**config.mk**
```make
export PLATFORM = sky130hd
export DESIGN_NAME = ssr_regs
export DESIGN_NICKNAME = d
export VERILOG_FILES = /design/src/verilog/ssr_pkg.sv /design/src/verilog/ssr_regs.sv
export VERILOG_INCLUDE_DIRS = /design/src /design/src/verilog
export SDC_FILE = /design/constraint.sdc
export NUM_CORES = 1
export LEC_CHECK = 0
export BUFFER_PORTS_ARGS = -buffer_cell sky130_fd_sc_hd__buf_2
export CORE_AREA = 8 8 51 53
export DETAILED_ROUTE_END_ITERATION = 12
export DIE_AREA = 0 0 59 61
export PLACE_DENSITY_LB_ADDON = 0.2
export SYNTH_ARGS = -nofsm -noshare
export SYNTH_HDL_FRONTEND = slang
export SYNTH_SLANG_ARGS = --single-unit
```
**constraint.sdc**
```tcl
create_clock -name clock_in -period 2 [get_ports clock_in]
set_input_delay 0.2 -clock clock_in [delete_from_list [all_inputs] [get_ports clock_in]]
set_output_delay 0.2 -clock clock_in [all_outputs]
set_load 0.03 [all_outputs]
```
**src/verilog/ssr_defines.svh**
```systemverilog
// Offsets, field positions, reset values and figures of the status and input select registers.
// Assumes inclusion by bare name from the package and the register bank module.
`ifndef SSR_DEFINES_SVH
`define SSR_DEFINES_SVH

`define SSR_ADDR_W            5
`define SSR_STATUS_ADDR       5'h01
`define SSR_INPUT_SEL_ADDR    5'h02
`define SSR_STATUS_RESET      8'h80
`define SSR_INPUT_SEL_RESET   8'h01
`define SSR_POR_BIT           7
`define SSR_RDY_BIT           6
`define SSR_POS_HIGH_BIT      5
`define SSR_POS_LOW_BIT       4
`define SSR_NEG_HIGH_BIT      3
`define SSR_NEG_LOW_BIT       2
`define SSR_REF_THIRD_BIT     1
`define SSR_REF_FLOOR_BIT     0
`define SSR_POS_CODE_MSB      7
`define SSR_POS_CODE_LSB      4
`define SSR_NEG_CODE_MSB      3
`define SSR_NEG_CODE_LSB      0
`define SSR_MAX_INPUT_CODE    4'hb
`define SSR_RAIL_MARGIN_MV    150
`define SSR_REF_FLOOR_MV      300

`endif

```
**src/verilog/ssr_pkg.sv**
```systemverilog
// Types shared by the status and input select register bank.
// Assumes the defines header is on the include path.
`include "ssr_defines.svh"

package ssr_pkg;

    // Raw comparator levels from the analog monitors.
    typedef struct packed {
        logic pos_near_high;
        logic pos_near_low;
        logic neg_near_high;
        logic neg_near_low;
        logic ref_below_third;
        logic ref_below_floor;
    } ssr_monitor_s;

    // Register access request from the serial command decoder.
    typedef struct packed {
        logic                     wr;
        logic                     rd;
        logic [`SSR_ADDR_W-1:0]   addr;
        logic [7:0]               wdata;
    } ssr_req_s;

endpackage

```
**src/verilog/ssr_regs.sv**
```systemverilog
// Status register and input select register of a delta-sigma converter.
// Assumes requests arrive already decoded from register read and write commands, synchronous.
`timescale 1ns/1ps
`include "ssr_defines.svh"

module ssr_regs (
    // Clock and reset
    input  wire logic                  clock_in,
    input  wire logic                  reset_in,
    // Register command port
    input  wire ssr_pkg::ssr_req_s     req_in,
    output logic [7:0]                 rdata_out,
    output logic                       rvalid_out,
    // Analog monitor levels and enables from other registers
    input  wire ssr_pkg::ssr_monitor_s mon_in,
    input  wire logic                  not_ready_in,
    input  wire logic                  rail_monitor_enable_in,
    input  wire logic                  ref_monitor_enable_in,
    // Multiplexer selection
    output logic [3:0]                 positive_input_code_out,
    output logic [3:0]                 negative_input_code_out
);

    ////////////////////////////////////////////////////////////////////////////////
    logic       power_on_flag;
    logic       next_power_on_flag;
    logic [7:0] input_select;
    logic [7:0] next_input_select;
    logic [7:0] rdata;
    logic [7:0] next_rdata;
    logic       rvalid;
    logic       next_rvalid;
    logic [7:0] status_view;

    function automatic logic hit(input ssr_pkg::ssr_req_s r, input logic [4:0] a);
        hit = (r.addr == a);
    endfunction

    // Rail and reference flags are gated by their monitor enables; the ready flag is not.
    always_comb begin
        status_view = 8'h00;
        status_view[`SSR_POR_BIT] = power_on_flag;
        status_view[`SSR_RDY_BIT] = not_ready_in;
        if (rail_monitor_enable_in) begin
            status_view[`SSR_POS_HIGH_BIT] = mon_in.pos_near_high;
            status_view[`SSR_POS_LOW_BIT]  = mon_in.pos_near_low;
            status_view[`SSR_NEG_HIGH_BIT] = mon_in.neg_near_high;
            status_view[`SSR_NEG_LOW_BIT]  = mon_in.neg_near_low;
        end
        if (ref_monitor_enable_in) begin
            status_view[`SSR_REF_THIRD_BIT] = mon_in.ref_below_third;
            status_view[`SSR_REF_FLOOR_BIT] = mon_in.ref_below_floor;
        end
    end

    ////////////////////////////////////////////////////////////////////////////////
    always_comb begin
        next_power_on_flag = power_on_flag;
        next_input_select  = input_select;
        next_rdata         = rdata;
        next_rvalid        = 1'b0;
        // Only a write of zero clears the flag; writing one leaves it unchanged.
        if (req_in.wr && hit(req_in, `SSR_STATUS_ADDR) && !req_in.wdata[`SSR_POR_BIT]) begin
            next_power_on_flag = 1'b0;
        end
        if (req_in.wr && hit(req_in, `SSR_INPUT_SEL_ADDR)) begin
            next_input_select = req_in.wdata;
        end
        if (req_in.rd) begin
            next_rvalid = 1'b1;
            if (hit(req_in, `SSR_STATUS_ADDR)) begin
                next_rdata = status_view;
            end else if (hit(req_in, `SSR_INPUT_SEL_ADDR)) begin
                next_rdata = input_select;
            end else begin
                next_rdata = 8'h00;
            end
        end
    end

    always_ff @(posedge clock_in or posedge reset_in) begin
        if (reset_in) begin
            power_on_flag <= 1'b1;
            input_select  <= `SSR_INPUT_SEL_RESET;
            rdata         <= 8'h00;
            rvalid        <= 1'b0;
        end else begin
            power_on_flag <= next_power_on_flag;
            input_select  <= next_input_select;
            rdata         <= next_rdata;
            rvalid        <= next_rvalid;
        end
    end

    assign rdata_out  = rdata;
    assign rvalid_out = rvalid;
    assign positive_input_code_out = input_select[`SSR_POS_CODE_MSB:`SSR_POS_CODE_LSB];
    assign negative_input_code_out = input_select[`SSR_NEG_CODE_MSB:`SSR_NEG_CODE_LSB];

    ////////////////////////////////////////////////////////////////////////////////
    property p_por_clear;
        @(posedge clock_in) disable iff (reset_in)
        (req_in.wr && req_in.addr == `SSR_STATUS_ADDR && !req_in.wdata[7]) |=> !power_on_flag;
    endproperty
    a_por_clear: assert property (p_por_clear) else $error("power-on flag not cleared");

    property p_por_hold;
        @(posedge clock_in) disable iff (reset_in)
        !power_on_flag |=> !power_on_flag;
    endproperty
    a_por_hold: assert property (p_por_hold) else $error("power-on flag set again");

    property p_rdy_read;
        @(posedge clock_in) disable iff (reset_in)
        (req_in.rd && req_in.addr == `SSR_STATUS_ADDR) |=> rdata_out[6] == $past(not_ready_in);
    endproperty
    a_rdy_read: assert property (p_rdy_read) else $error("ready bit wrong");

    property p_rail_gate;
        @(posedge clock_in) disable iff (reset_in)
        (req_in.rd && req_in.addr == `SSR_STATUS_ADDR && !rail_monitor_enable_in)
            |=> rdata_out[5:2] == 4'h0;
    endproperty
    a_rail_gate: assert property (p_rail_gate) else $error("rail flag while disabled");

    property p_rail_pass;
        @(posedge clock_in) disable iff (reset_in)
        (req_in.rd && req_in.addr == `SSR_STATUS_ADDR && rail_monitor_enable_in)
            |=> rdata_out[5:2] == {$past(mon_in.pos_near_high), $past(mon_in.pos_near_low),
                                   $past(mon_in.neg_near_high), $past(mon_in.neg_near_low)};
    endproperty
    a_rail_pass: assert property (p_rail_pass) else $error("rail flag lost");

    property p_ref_gate;
        @(posedge clock_in) disable iff (reset_in)
        (req_in.rd && req_in.addr == `SSR_STATUS_ADDR)
            |=> rdata_out[1:0] == ($past(ref_monitor_enable_in)
                ? {$past(mon_in.ref_below_third), $past(mon_in.ref_below_floor)} : 2'h0);
    endproperty
    a_ref_gate: assert property (p_ref_gate) else $error("ref flag wrong");

    property p_mux_write;
        @(posedge clock_in) disable iff (reset_in)
        (req_in.wr && req_in.addr == `SSR_INPUT_SEL_ADDR)
            |=> {positive_input_code_out, negative_input_code_out} == $past(req_in.wdata);
    endproperty
    a_mux_write: assert property (p_mux_write) else $error("select lost");

    property p_mux_hold;
        @(posedge clock_in) disable iff (reset_in)
        !(req_in.wr && req_in.addr == `SSR_INPUT_SEL_ADDR) |=> $stable(input_select);
    endproperty
    a_mux_hold: assert property (p_mux_hold) else $error("input select changed");

    property p_por_keep;
        @(posedge clock_in) disable iff (reset_in)
        (power_on_flag && !(req_in.wr && req_in.addr == `SSR_STATUS_ADDR && !req_in.wdata[7]))
            |=> power_on_flag;
    endproperty
    a_por_keep: assert property (p_por_keep) else $error("power-on flag lost");

    property p_read_answer;
        @(posedge clock_in) disable iff (reset_in)
        req_in.rd |=> rvalid_out;
    endproperty
    a_read_answer: assert property (p_read_answer) else $error("read not answered");

    property p_stray_answer;
        @(posedge clock_in) disable iff (reset_in)
        !req_in.rd |=> !rvalid_out;
    endproperty
    a_stray_answer: assert property (p_stray_answer) else $error("stray read answer");

    property p_unmapped_read;
        @(posedge clock_in) disable iff (reset_in)
        (req_in.rd && req_in.addr != `SSR_STATUS_ADDR && req_in.addr != `SSR_INPUT_SEL_ADDR)
            |=> rdata_out == 8'h00;
    endproperty
    a_unmapped_read: assert property (p_unmapped_read) else $error("unmapped data");

    property p_mux_read;
        @(posedge clock_in) disable iff (reset_in)
        (req_in.rd && req_in.addr == `SSR_INPUT_SEL_ADDR)
            |=> rdata_out == {$past(positive_input_code_out), $past(negative_input_code_out)};
    endproperty
    a_mux_read: assert property (p_mux_read) else $error("input select read wrong");

    // Checked at the first edge after any release, before the first request can land.
    property p_reset_defaults;
        @(posedge clock_in)
        $fell(reset_in) |-> power_on_flag && !rvalid_out && rdata_out == 8'h00
            && input_select == `SSR_INPUT_SEL_RESET;
    endproperty
    a_reset_defaults: assert property (p_reset_defaults) else $error("defaults wrong");

    c_por_clear: cover property (@(posedge clock_in) disable iff (reset_in)
        $fell(power_on_flag));
    c_mux_write: cover property (@(posedge clock_in) disable iff (reset_in)
        req_in.wr && req_in.addr == `SSR_INPUT_SEL_ADDR);
    c_rail_seen: cover property (@(posedge clock_in) disable iff (reset_in)
        rvalid_out && rdata_out[5]);
    c_ref_seen: cover property (@(posedge clock_in) disable iff (reset_in)
        rvalid_out && rdata_out[1:0] != 2'h0);
    c_por_kept: cover property (@(posedge clock_in) disable iff (reset_in)
        req_in.wr && req_in.addr == `SSR_STATUS_ADDR && req_in.wdata[7]);

endmodule

```
Word-level counts from Yosys, hierarchy flattened. Index checks and enable logic that the tools add are counted.

Equal/unequal tests: 2. Mux-type cells: 5. Reduce and logical (&&, ||, !) cells: 4.

Operators by type and width (number): 8-bit 2-to-1 mux (2); 5-bit by 1-bit equality test with 1-bit output, second input constant (1); 5-bit by 2-bit equality test with 1-bit output, second input constant (1); 4-bit 2-to-1 mux (1); 1-bit logical AND (3); 2-bit 2-to-1 mux (1); 1-bit logical NOT (1); 1-bit 2-to-1 mux (1).

Register bits: 18. Input port bits: 26. Output and inout port bits: 17. Word-level logic and storage cells: 15.

Logic depth before layout (Yosys ltp). Gate-level depths: netlist (run 1).

Word-level depth: 3. Mapped depth: 3. Gate-level depth less buffers: 3.

Least setup slack after synthesis (run 1). Ideal clock, no wire load.

Path kind: input-to-reg. Start point: in req_in[11] (netlist name). End point: reg rdata[1], in the netlist rdata_out[1]. Arrival time: 1.263 ns. Setup slack: 0.671 ns. Stages on the path: 3. Cells stage by stage: or4b_4 nor3b_4 a221o_1.

Cells in the longest elaborated chain, start to end: 3.

Ends and longest elaborated chain: from (decl) (RTL line ssr_regs.sv:11) `input wire ssr_pkg::ssr_req_s req_in,`; 5-bit by 2-bit equality test with 1-bit output (RTL line ssr_regs.sv:36) `hit = (r.addr == a);`; 8-bit 2-to-1 mux (RTL line ssr_regs.sv:73) `` end else if (hit(req_in, `SSR_INPUT_SEL_ADDR)) begin ``; 8-bit 2-to-1 mux * (RTL line ssr_regs.sv:71) `` if (hit(req_in, `SSR_STATUS_ADDR)) begin ``; to (signal assigned) (RTL line ssr_regs.sv:90) `rdata <= next_rdata;`; to (decl) (RTL line ssr_regs.sv:29) `logic [7:0] rdata;`.

Mark *: on every way between the ends. The rest lies on a longest branch, timed or not. A chain may end at the register's enable or synchronous reset.

==> results by group, run 1 <==
Run status
  – Violated checks: negative hold slack
  – Status: finished with violations

Drt
  – Drt initial violations: 9
  – First drt pass iteration count: 4
  – Total wire length: 1.89 mm
  – WL/cell: 14.9 um
  – DRC errors left: 0
  – ANT nets after route: 0
  – Vias/cell: 4.86
  – Total number of vias: 617

Place
  – Post-DP HPWL: 1.50 mm
  – GP Congestion: 0.727
  – IO buf count: 42

Clock tree
  – CTS tree: done
  – CTS max path bufs: 2
  – Cts bufs inserted: 3
  – Clk_lat worst skew: 280 ps
  – H-tree depth: 1
  – Num Clock Sinks: 18
  – Setup Fix Bufs, Post-CTS: 0
  – # resized after CTS: 0
  – Hold Buf Count CTS: 0
  – Reg clk slew, reported paths: 90 ps
  – CTS root buffer: clkbuf_4

Timing
  – Max-slew violation count: 0
  – Max Fclk: 0.772 GHz
  – Clk_skew: 0.252 ps
  – Final setup fails: 0
  – RSZ-0062 raised after global routing: no
  – Slew @ Worst Pin: 653 ps
  – Final Hold Fails: 16
  – Min Tclk post-route: 1300 ps
  – Hold WS: -5.52 ps
  – Final worst-path cycle share: 0.648
  – Slew HR: 0.564
  – TNS Setup: 0 ps

Floorplanning
  – Die ar.: 0.00360 mm2
  – Core Region: 0.00184 mm2
  – Chip height: 61 um
  – Die width: 59 um
  – Effective utilization at floorplan: 0.436
  – IO Pins: 43
  – Row cnt: 16

Worst setup path
  – Crit-path leading delay family: simple AND/OR/NAND/NOR gates
  – Reg2reg end: rdata_out[7]
  – CP Data Required Time: 2230 ps
  – CP Buf/Inv Count: 1
  – Crit-path max cell delay: 530 ps
  – Worst r2r src: rdata_out[7]
  – Setup crit start kind: input pin
  – Slowest CP cell: or4b_4
  – Critical Path AT: 1520 ps
  – R2R cell count: 2
  – CP Class: in -> reg
  – Crit. End Element: register
  – Critical Path Fanout Max: 10
  – R2R Setup Slk: 1090 ps
  – Critical path, cell by cell: buf_2 -> or4b_4 -> nor3b_4 -> a221o_1

Power
  – Clock network power share: 0.213
  – Internal Power: 0.000548 W
  – Seq pwr share: 0.540
  – Pwr Density: 737 mW/mm2
  – Net load switching power: 0.000241 W
  – Combinational share of power: 0.247
  – Sw Ratio: 0.305
  – Leak: 0.571 nW
  – VDD IR max: 0.603 mV

Final layout
  – Commonest cells after routing, fill and taps aside: buf_2, dfrtp_1, mux2_2, and2b_4, a221o_1
  – Fin nets: 128
  – Layout fillers: 187
  – Multi-input logic area: 339 um2
  – Ant diodes: 0
  – Share of layout cells above drive strength 1: 0.670
  – Storage cell area: 453 um2
  – Post-Route Utilization: 0.581
  – P&R area growth vs syn: 33.2%
  – Commonest non-fill, non-tap cell in the layout: buf_2

Global route
  – Total GRT Usage: 0.112
  – Initial antenna violation count: 0
  – Largest net degree at the start of global routing: 19
  – First-pass GRT wire length: 3.10 mm
  – Vias in the first global route: 671
  – Congestion Overflow GR: 0

Synthesis
  – Synth warn: 0
  – Seq/Total Area, Yosys: 0.564
  – Mean Syn Cell Area: 14.6 um2
  – Unique masters post-synth: 15
  – Synthesized cell area: 803 um2
  – Total nets after synthesis: 81
  – Seq cells post-synth: 18
  – Mapped Cells: 55

Job
  – Max-cap violations: 0

Hold path
  – Hold Path Class: in -> async
-- Yosys cell counts --
library cell	instances	area, um2
nand4b_1	1	8.76
nor3b_4	1	18.8
nand2_1	1	3.75
nor3_2	1	10.0
or2b_4	1	11.3
mux2_2	8	90.1
nor2_1	1	3.75
nor3_1	2	10.0
dfrtp_1	16	400
inv_1	3	11.3
or4b_4	1	13.8
and2b_4	8	80.1
dfstp_2	2	52.6
a221o_1	8	80.1
o31a_1	1	8.76
-- layout make-up --
| cell class | instances | area share |
|---|---|---|
| clock buffer | 3 | 0.0211 |
| inverter | 3 | 0.0105 |
| multi-input combinational | 34 | 0.317 |
| sequential | 18 | 0.423 |
| tap | 27 | 0.0316 |
| timing repair buffer | 42 | 0.196 |
-- kinds of logic after synthesis --
family                 Yosys count  synth area share
AND/OR/NAND/NOR                 17             0.199
flip-flops                      18             0.564
multiplexers                     8             0.112
buffers and inverters            3            0.0140
AO/OA/AOI/OAI                    9             0.111
-- power by group through the flow --
stage	registers, W	clock network [W]	logic (W)
3_5_place_dp	0.000433	0	0.000198
3_3_place_gp	0.000431	0	0.000195
5_1_grt	0.000431	0.000192	0.000207
2_1_floorplan	0.000503	0	0.0000494
4_1_cts	0.000426	0.000177	0.000198
6_report	0.000426	0.000168	0.000194
-- worst register-to-register path: cells and delay by family (launching register included) --
family,cells,cell delay [ps]
DFF,1,390
and+or+nand+nor,1,160
AOI/OAI and AO/OA,1,250
-- layer usage --
metal	track usage	part of all wire	vias to the layer above
li1	-	-	299
met1	0.124	0.42	293
met2	0.190	0.49	23
met3	0.0593	0.082	2
met4	0.0205	0.0063	0
met5	0	0	-
-- sequential cells by signal (all words and copies together) (netlist names) --
signal and count:
input_select 8, power_on_flag 1, rdata_out 8, rvalid_out 1
-- per-stage QoR --
stage	total power (W)	instance area (um2)	setup WS (ps)	instances	hold slack (ps)
floorplan	0.000553	803	671	55	137
global placement	0.000626	1050	372	124	332
detailed placement	0.000631	1050	391	124	323
CTS	0.000801	1070	690	127	9.80
global route	0.000831	1070	590	127	47.1
finish	0.000788	1070	705	127	-5.52
-- how the worst max path moves through the flow --
stage	depth (start not counted)	from	end	slack [ps]
6_report	4	req_in[13]	rdata_out[7]	700
5_1_grt	4	req_in[13]	rdata_out[1]	590
4_1_cts	4	req_in[13]	rdata_out[3]	690
3_5_place_dp	4	req_in[13]	rdata_out[0]	390
3_3_place_gp	4	req_in[13]	rdata_out[7]	370
2_1_floorplan	3	req_in[11]	rdata_out[1]	670
Note: power is estimated with default switching activity, not from simulation.
==> run 2, diff against run 1 <==
Settings changed: CORE_AREA 8 8 51 53 to 8 8 53 55, DIE_AREA 0 0 59 61 to 0 0 61 63.
Clock period 2 ns to 1.3 ns, I/O delays scaled along.
==> results by group, run 2 (same netlist as run 1, synthesis figures left out) <==
Final layout
  – Ant diodes: 0 (unchanged)
  – Cell Count, Final, Fillers Out: 136 (+7.1%)
  – Storage cell area: 453 um2 (unchanged)
  – Commonest cells after routing, fill and taps aside: buf_2, dfrtp_1, mux2_2, and2b_4, a221o_1
  – Commonest non-fill, non-tap cell in the layout: buf_2
  – Layout fillers: 198 (+5.9%)
  – Multi-input logic area: 339 um2 (unchanged)
  – Final instance area: 0.00113 mm2 (+5.6%)
  – Fin nets: 135 (+5.5%)
  – Share of layout cells above drive strength 1: 0.676 (+0.00593)
  – P&R area growth vs syn: 40.7%
  – Post-Route Utilization: 0.548 (-0.0332)

Worst setup path
  – Critical Path AT: 1010 ps (-510 ps)
  – Crit-path leading delay family: flip-flops
  – CP Buf/Inv Count: 1 (unchanged)
  – CP Data Required Time: 1170 ps (-1060 ps)
  – R2R Setup Slk: 370 ps (-720 ps)
  – Setup crit start kind: register
  – CP Class: reg -> out
  – Slowest CP cell: dfstp_2
  – Crit-path max cell delay: 540 ps (about the same)
  – Crit. End Element: output port
  – Critical path, cell by cell: buf_2
  – Critical Path Fanout Max: 3 (-7)

Clock tree
  – Setup Fix Bufs, Post-CTS: 0 (unchanged)
  – # resized after CTS: 0 (unchanged)
  – CTS tree: done
  – Clk_lat worst skew: 290 ps (about the same)
  – H-tree depth: 1 (unchanged)
  – CTS root buffer: clkbuf_4
  – CTS max path bufs: 2 (unchanged)
  – Num Clock Sinks: 18 (unchanged)
  – Cts bufs inserted: 3 (unchanged)
  – Reg clk slew, reported paths: 100 ps (about the same)
  – Hold Buf Count CTS: 1 (+1)

Drt
  – Total number of vias: 635 (+2.9%)
  – Wl on met1: 836 um (+5.7%)
  – Vias/cell: 4.67 (-3.9%)
  – Total wire length: 2.00 mm (+5.4%)
  – Wire length on met3: 143 um (-7.7%)
  – Met2 wire len: 998 um (+7.0%)
  – First drt pass iteration count: 2 (-2)
  – Top sig layer: met4
  – Drt initial violations: 4 (-5)
  – ANT nets after route: 0 (unchanged)
  – WL/cell: 14.7 um (-1.5%)
  – DRC errors left: 0 (unchanged)

Power
  – Pwr Density: 1090 mW/mm2 (+48%)
  – Net load switching power: 0.000373 W (+55%)
  – VDD IR max: 0.797 mV (+32%)
  – Clock network power share: 0.222 (+0.009)
  – Leak: 0.605 nW (+6.0%)
  – Sw Ratio: 0.302 (-0.00273)
  – Internal Power: 0.000861 W (+57%)
  – Seq pwr share: 0.530 (-0.010)
  – Combinational share of power: 0.248 (about the same)

Run status
  – Status: complete, no violations

Timing
  – Max-slew violation count: 0 (unchanged)
  – Min Tclk post-route: 1140 ps
  – Slew HR: 0.754 (+0.190)
  – Final worst-path cycle share: 0.877
  – TNS Setup: 0 ps (unchanged)
  – Slew @ Worst Pin: 369 ps (-284 ps)
  – Max Fclk: 0.877 GHz
  – Final Hold Fails: 0 (-16)
  – Final setup fails: 0 (unchanged)
  – Hold WS: 64.3 ps (+69.8 ps)
  – Clk_skew: 0.172 ps (-0.0796 ps)
  – RSZ-0062 raised after global routing: no

Floorplanning
  – Die ar.: 0.00384 mm2 (+6.8%)
  – Row cnt: 17 (+1)
  – Die width: 61 um (+3.4%)
  – Chip height: 63 um (+3.3%)
  – Core Region: 0.00206 mm2 (+12%)
  – Effective utilization at floorplan: 0.389 (-0.0468)
  – IO Pins: 43 (unchanged)

Global route
  – Largest net degree at the start of global routing: 11 (-8)
  – First-pass GRT wire length: 3.22 mm (+3.8%)
  – Total GRT Usage: 0.110 (-0.00261)
  – Vias in the first global route: 753 (+12%)
  – Initial antenna violation count: 0 (unchanged)
  – Congestion Overflow GR: 0 (unchanged)

Job
  – Max-cap violations: 0 (unchanged)

Hold path
  – Hold Path Class: in -> reg

Place
  – GP Congestion: 0.693 (-4.8%)
  – DP Area: 0.00109 mm2 (+4.4%)
  – IO buf count: 42 (unchanged)
  – Post-Place Cells: 131 (+5.6%)
  – Post-DP HPWL: 1.64 mm (+9.2%)
## run 2: cell count changes in the layout (fill, tap and decap cells not counted)
| cell | delta |
|---|---|
| buf_4 | +6 |
| clkbuf_1 | +1 |
| dlygate4sd3_1 | +1 |
## run 2: final timing paths
kind,cells past startpoint,end,start
setup reg to reg,2,rdata_out[6],rdata_out[6]
hold reg to reg,1,power_on_flag,power_on_flag
hold / removal,2,input_select[4],req_in[4]
max in group asynchronous,4,input_select[5],reset_in
min in group asynchronous,3,rdata_out[0],reset_in
setup / recovery,1,negative_input_code_out[0],input_select[0]
## run 2: power groups by stage
stage	combinational [W]	clock (W)	sequential, W
4_1_cts	0.000313	0.000294	0.000655
3_3_place_gp	0.000308	0	0.000665
5_1_grt	0.000328	0.000315	0.000662
6_report	0.000306	0.000274	0.000654
3_5_place_dp	0.000310	0	0.000666
2_1_floorplan	0.0000759	0	0.000774
## run 2: layer usage
metal  global-route usage  up-vias
li1                     -      312
met1                0.120      302
met2                0.175       19
met3               0.0453        2
met4               0.0525        0
met5                    0        -
## run 2: cell type report
| class | count | share of cell area |
|---|---|---|
| Sequential cell | 18 | 0.401 |
| Timing Repair Buffer | 49 | 0.235 |
| Tap cell | 28 | 0.0310 |
| Clock buffer | 4 | 0.0233 |
| Multi-Input combinational cell | 34 | 0.300 |
| Inverter | 3 | 0.00997 |
## run 2: metrics by stage
step           total power (W)  setup WS, ps
3_3_place_gp          0.000972          -101
5_1_grt                0.00130           110
4_1_cts                0.00126           139
3_5_place_dp          0.000976          -106
2_1_floorplan         0.000850          40.6
6_report               0.00123           160
==> run 3, diff against run 2 <==
Settings changed: SETUP_SLACK_MARGIN from default to 0.5.
==> results by group, run 3 (same netlist as run 1, synthesis figures left out) <==
Hold path
  – Hold Path Class: in -> reg
  – Hold-critical path depth: 2 (unchanged)
  – Startpoint of the worst hold path: req_in[1]
  – Hold Path End: input_select[1]

Drt
  – Drt initial violations: 8 (+4)
  – WL/cell: 15.5 um (+5.6%)
  – ANT nets after route: 0 (unchanged)
  – DRC errors left: 0 (unchanged)
  – Total wire length: 2.26 mm (+13%)
  – First drt pass iteration count: 4 (+2)
  – Total number of vias: 691 (+8.8%)
  – Vias/cell: 4.73 (+1.4%)

Worst setup path
  – Critical Path Fanout Max: 2 (-1)
  – Critical Path AT: 960 ps (-50 ps)
  – R2R cell count: 2 (unchanged)
  – CP Class: reg -> out
  – R2R Setup Slk: 320 ps (-50 ps)
  – CP Data Required Time: 1170 ps (about the same)
  – Crit-path leading delay family: flip-flops
  – Setup crit start kind: register
  – Critical path, cell by cell: buf_6
  – Reg2reg end: rdata_out[4]
  – Crit-path max cell delay: 550 ps (about the same)
  – Crit. End Element: output port
  – Slowest CP cell: dfstp_2
  – Worst r2r src: input_select[4]
  – CP Buf/Inv Count: 1 (unchanged)

Power
  – Leak: 0.706 nW (+17%)
  – Seq pwr share: 0.441 (-0.089)
  – Internal Power: 0.00106 W (+24%)
  – Pwr Density: 1080 mW/mm2 (-1.2%)
  – Net load switching power: 0.000435 W (+16%)
  – Clock network power share: 0.230 (+0.008)
  – VDD IR max: 0.722 mV (-9.4%)
  – Combinational share of power: 0.329 (+0.081)
  – Design Power: 0.00150 W (+21%)
  – Sw Ratio: 0.290 (-0.0124)

Timing
  – Max Fclk: 0.916 GHz (+4.5%)
  – Final worst-path cycle share: 0.840 (-0.0376)
  – Max-slew violation count: 0 (unchanged)
  – Slew @ Worst Pin: 238 ps (-130 ps)
  – Final setup fails: 0 (unchanged)
  – Clk_skew: 4.48 ps (+4.31 ps)
  – RSZ-0062 raised after global routing: yes
  – Slew HR: 0.841 (+0.0872)
  – Min Tclk post-route: 1090 ps (-48.9 ps)
  – TNS Setup: 0 ps (unchanged)
  – Final Hold Fails: 0 (unchanged)

Place
  – DP Area: 0.00112 mm2 (+2.1%)
  – IO buf count: 42 (unchanged)
  – Post-DP HPWL: 1.62 mm (-0.97%)
  – Post-Place Cells: 132 (+0.76%)
  – GP Congestion: 0.769 (+11%)

Global route
  – Initial antenna violation count: 0 (unchanged)
  – Largest net degree at the start of global routing: 19 (+8)
  – First-pass GRT wire length: 3.75 mm (+17%)
  – Congestion Overflow GR: 0 (unchanged)
  – Vias in the first global route: 804 (+6.8%)
  – Total GRT Usage: 0.127 (+0.0174)

Floorplanning
  – Effective utilization at floorplan: 0.389 (unchanged)
  – Row cnt: 17 (unchanged)
  – Die width: 61 um (unchanged)
  – Core Region: 0.00206 mm2 (unchanged)
  – Die ar.: 0.00384 mm2 (unchanged)
  – IO Pins: 43 (unchanged)
  – Chip height: 63 um (unchanged)

Clock tree
  – Num Clock Sinks: 18 (unchanged)
  – CTS root buffer: clkbuf_4
  – Reg clk slew, reported paths: 110 ps (about the same)
  – H-tree depth: 1 (unchanged)
  – CTS max path bufs: 2 (unchanged)
  – Cts bufs inserted: 3 (unchanged)
  – Clk_lat worst skew: 290 ps (about the same)
  – CTS tree: done

Final layout
  – Commonest cells after routing, fill and taps aside: buf_6, buf_2, dfrtp_1
  – Commonest non-fill, non-tap cell in the layout: buf_6
  – Fin nets: 145 (+7.4%)
  – Final instance area: 0.00139 mm2 (+23%)
  – Ant diodes: 0 (unchanged)
  – Multi-input logic area: 363 um2 (+7.0%)
  – Post-Route Utilization: 0.673 (+0.125)
  – Cell Count, Final, Fillers Out: 146 (+7.4%)
  – P&R area growth vs syn: 72.7%
  – Share of layout cells above drive strength 1: 0.729 (+0.0529)
  – Storage cell area: 453 um2 (unchanged)
  – Layout fillers: 159 (-20%)

Run status
  – Status: complete, no violations

Job
  – Max-cap violations: 0 (unchanged)
==> run 3: cell type report <==
cell class                 count  share of cell area
timing repair buffer          59               0.353
sequential                    18               0.326
multi-input combinational     34               0.261
clock buffer                   4              0.0261
tap                           28              0.0252
inverter                       3             0.00812
==> run 3: how the worst max path moves through the flow <==
stage	startpoint	endpoint	depth (start not counted)
final	input_select[0]	negative_input_code_out[0]	1
after detailed placement	req_in[11]	rdata_out[7]	5
after CTS	input_select[0]	negative_input_code_out[0]	1
after global placement	req_in[11]	rdata_out[1]	5
after global routing	input_select[0]	negative_input_code_out[0]	1
after floorplan	req_in[11]	rdata_out[1]	3
==> run 3: repair_timing <==
action	in CTS	in global routing
pin swaps	10	4
hold buffers	1	0
setup buffers	8	1
hold endpoints to repair	16	0
resized for setup	44	2
setup endpoints to repair	33	33
==> run 3: power by group through the flow <==
stage               sequential [W]  clock [W]  combinational, W
detailed placement        0.000669          0          0.000322
finish                    0.000661   0.000344          0.000493
global route              0.000668   0.000373          0.000525
global placement          0.000667          0          0.000317
CTS                       0.000661   0.000353          0.000489
floorplan                 0.000775          0         0.0000804
==> run 3: layer usage <==
layer	share of wire	GRT usage	vias up
li1	-	-	336
met1	0.39	0.139	336
met2	0.53	0.210	17
met3	0.068	0.0432	2
met4	0.0044	0.0583	0
met5	0	0	-
==> run 3: stage by stage <==
stage               hold WS (ps)  worst slack (ps)
floorplan                   67.1              58.8
global placement             150             -65.2
detailed placement           157             -93.5
CTS                         50.2               197
global route                49.1               162
finish                      59.5               209
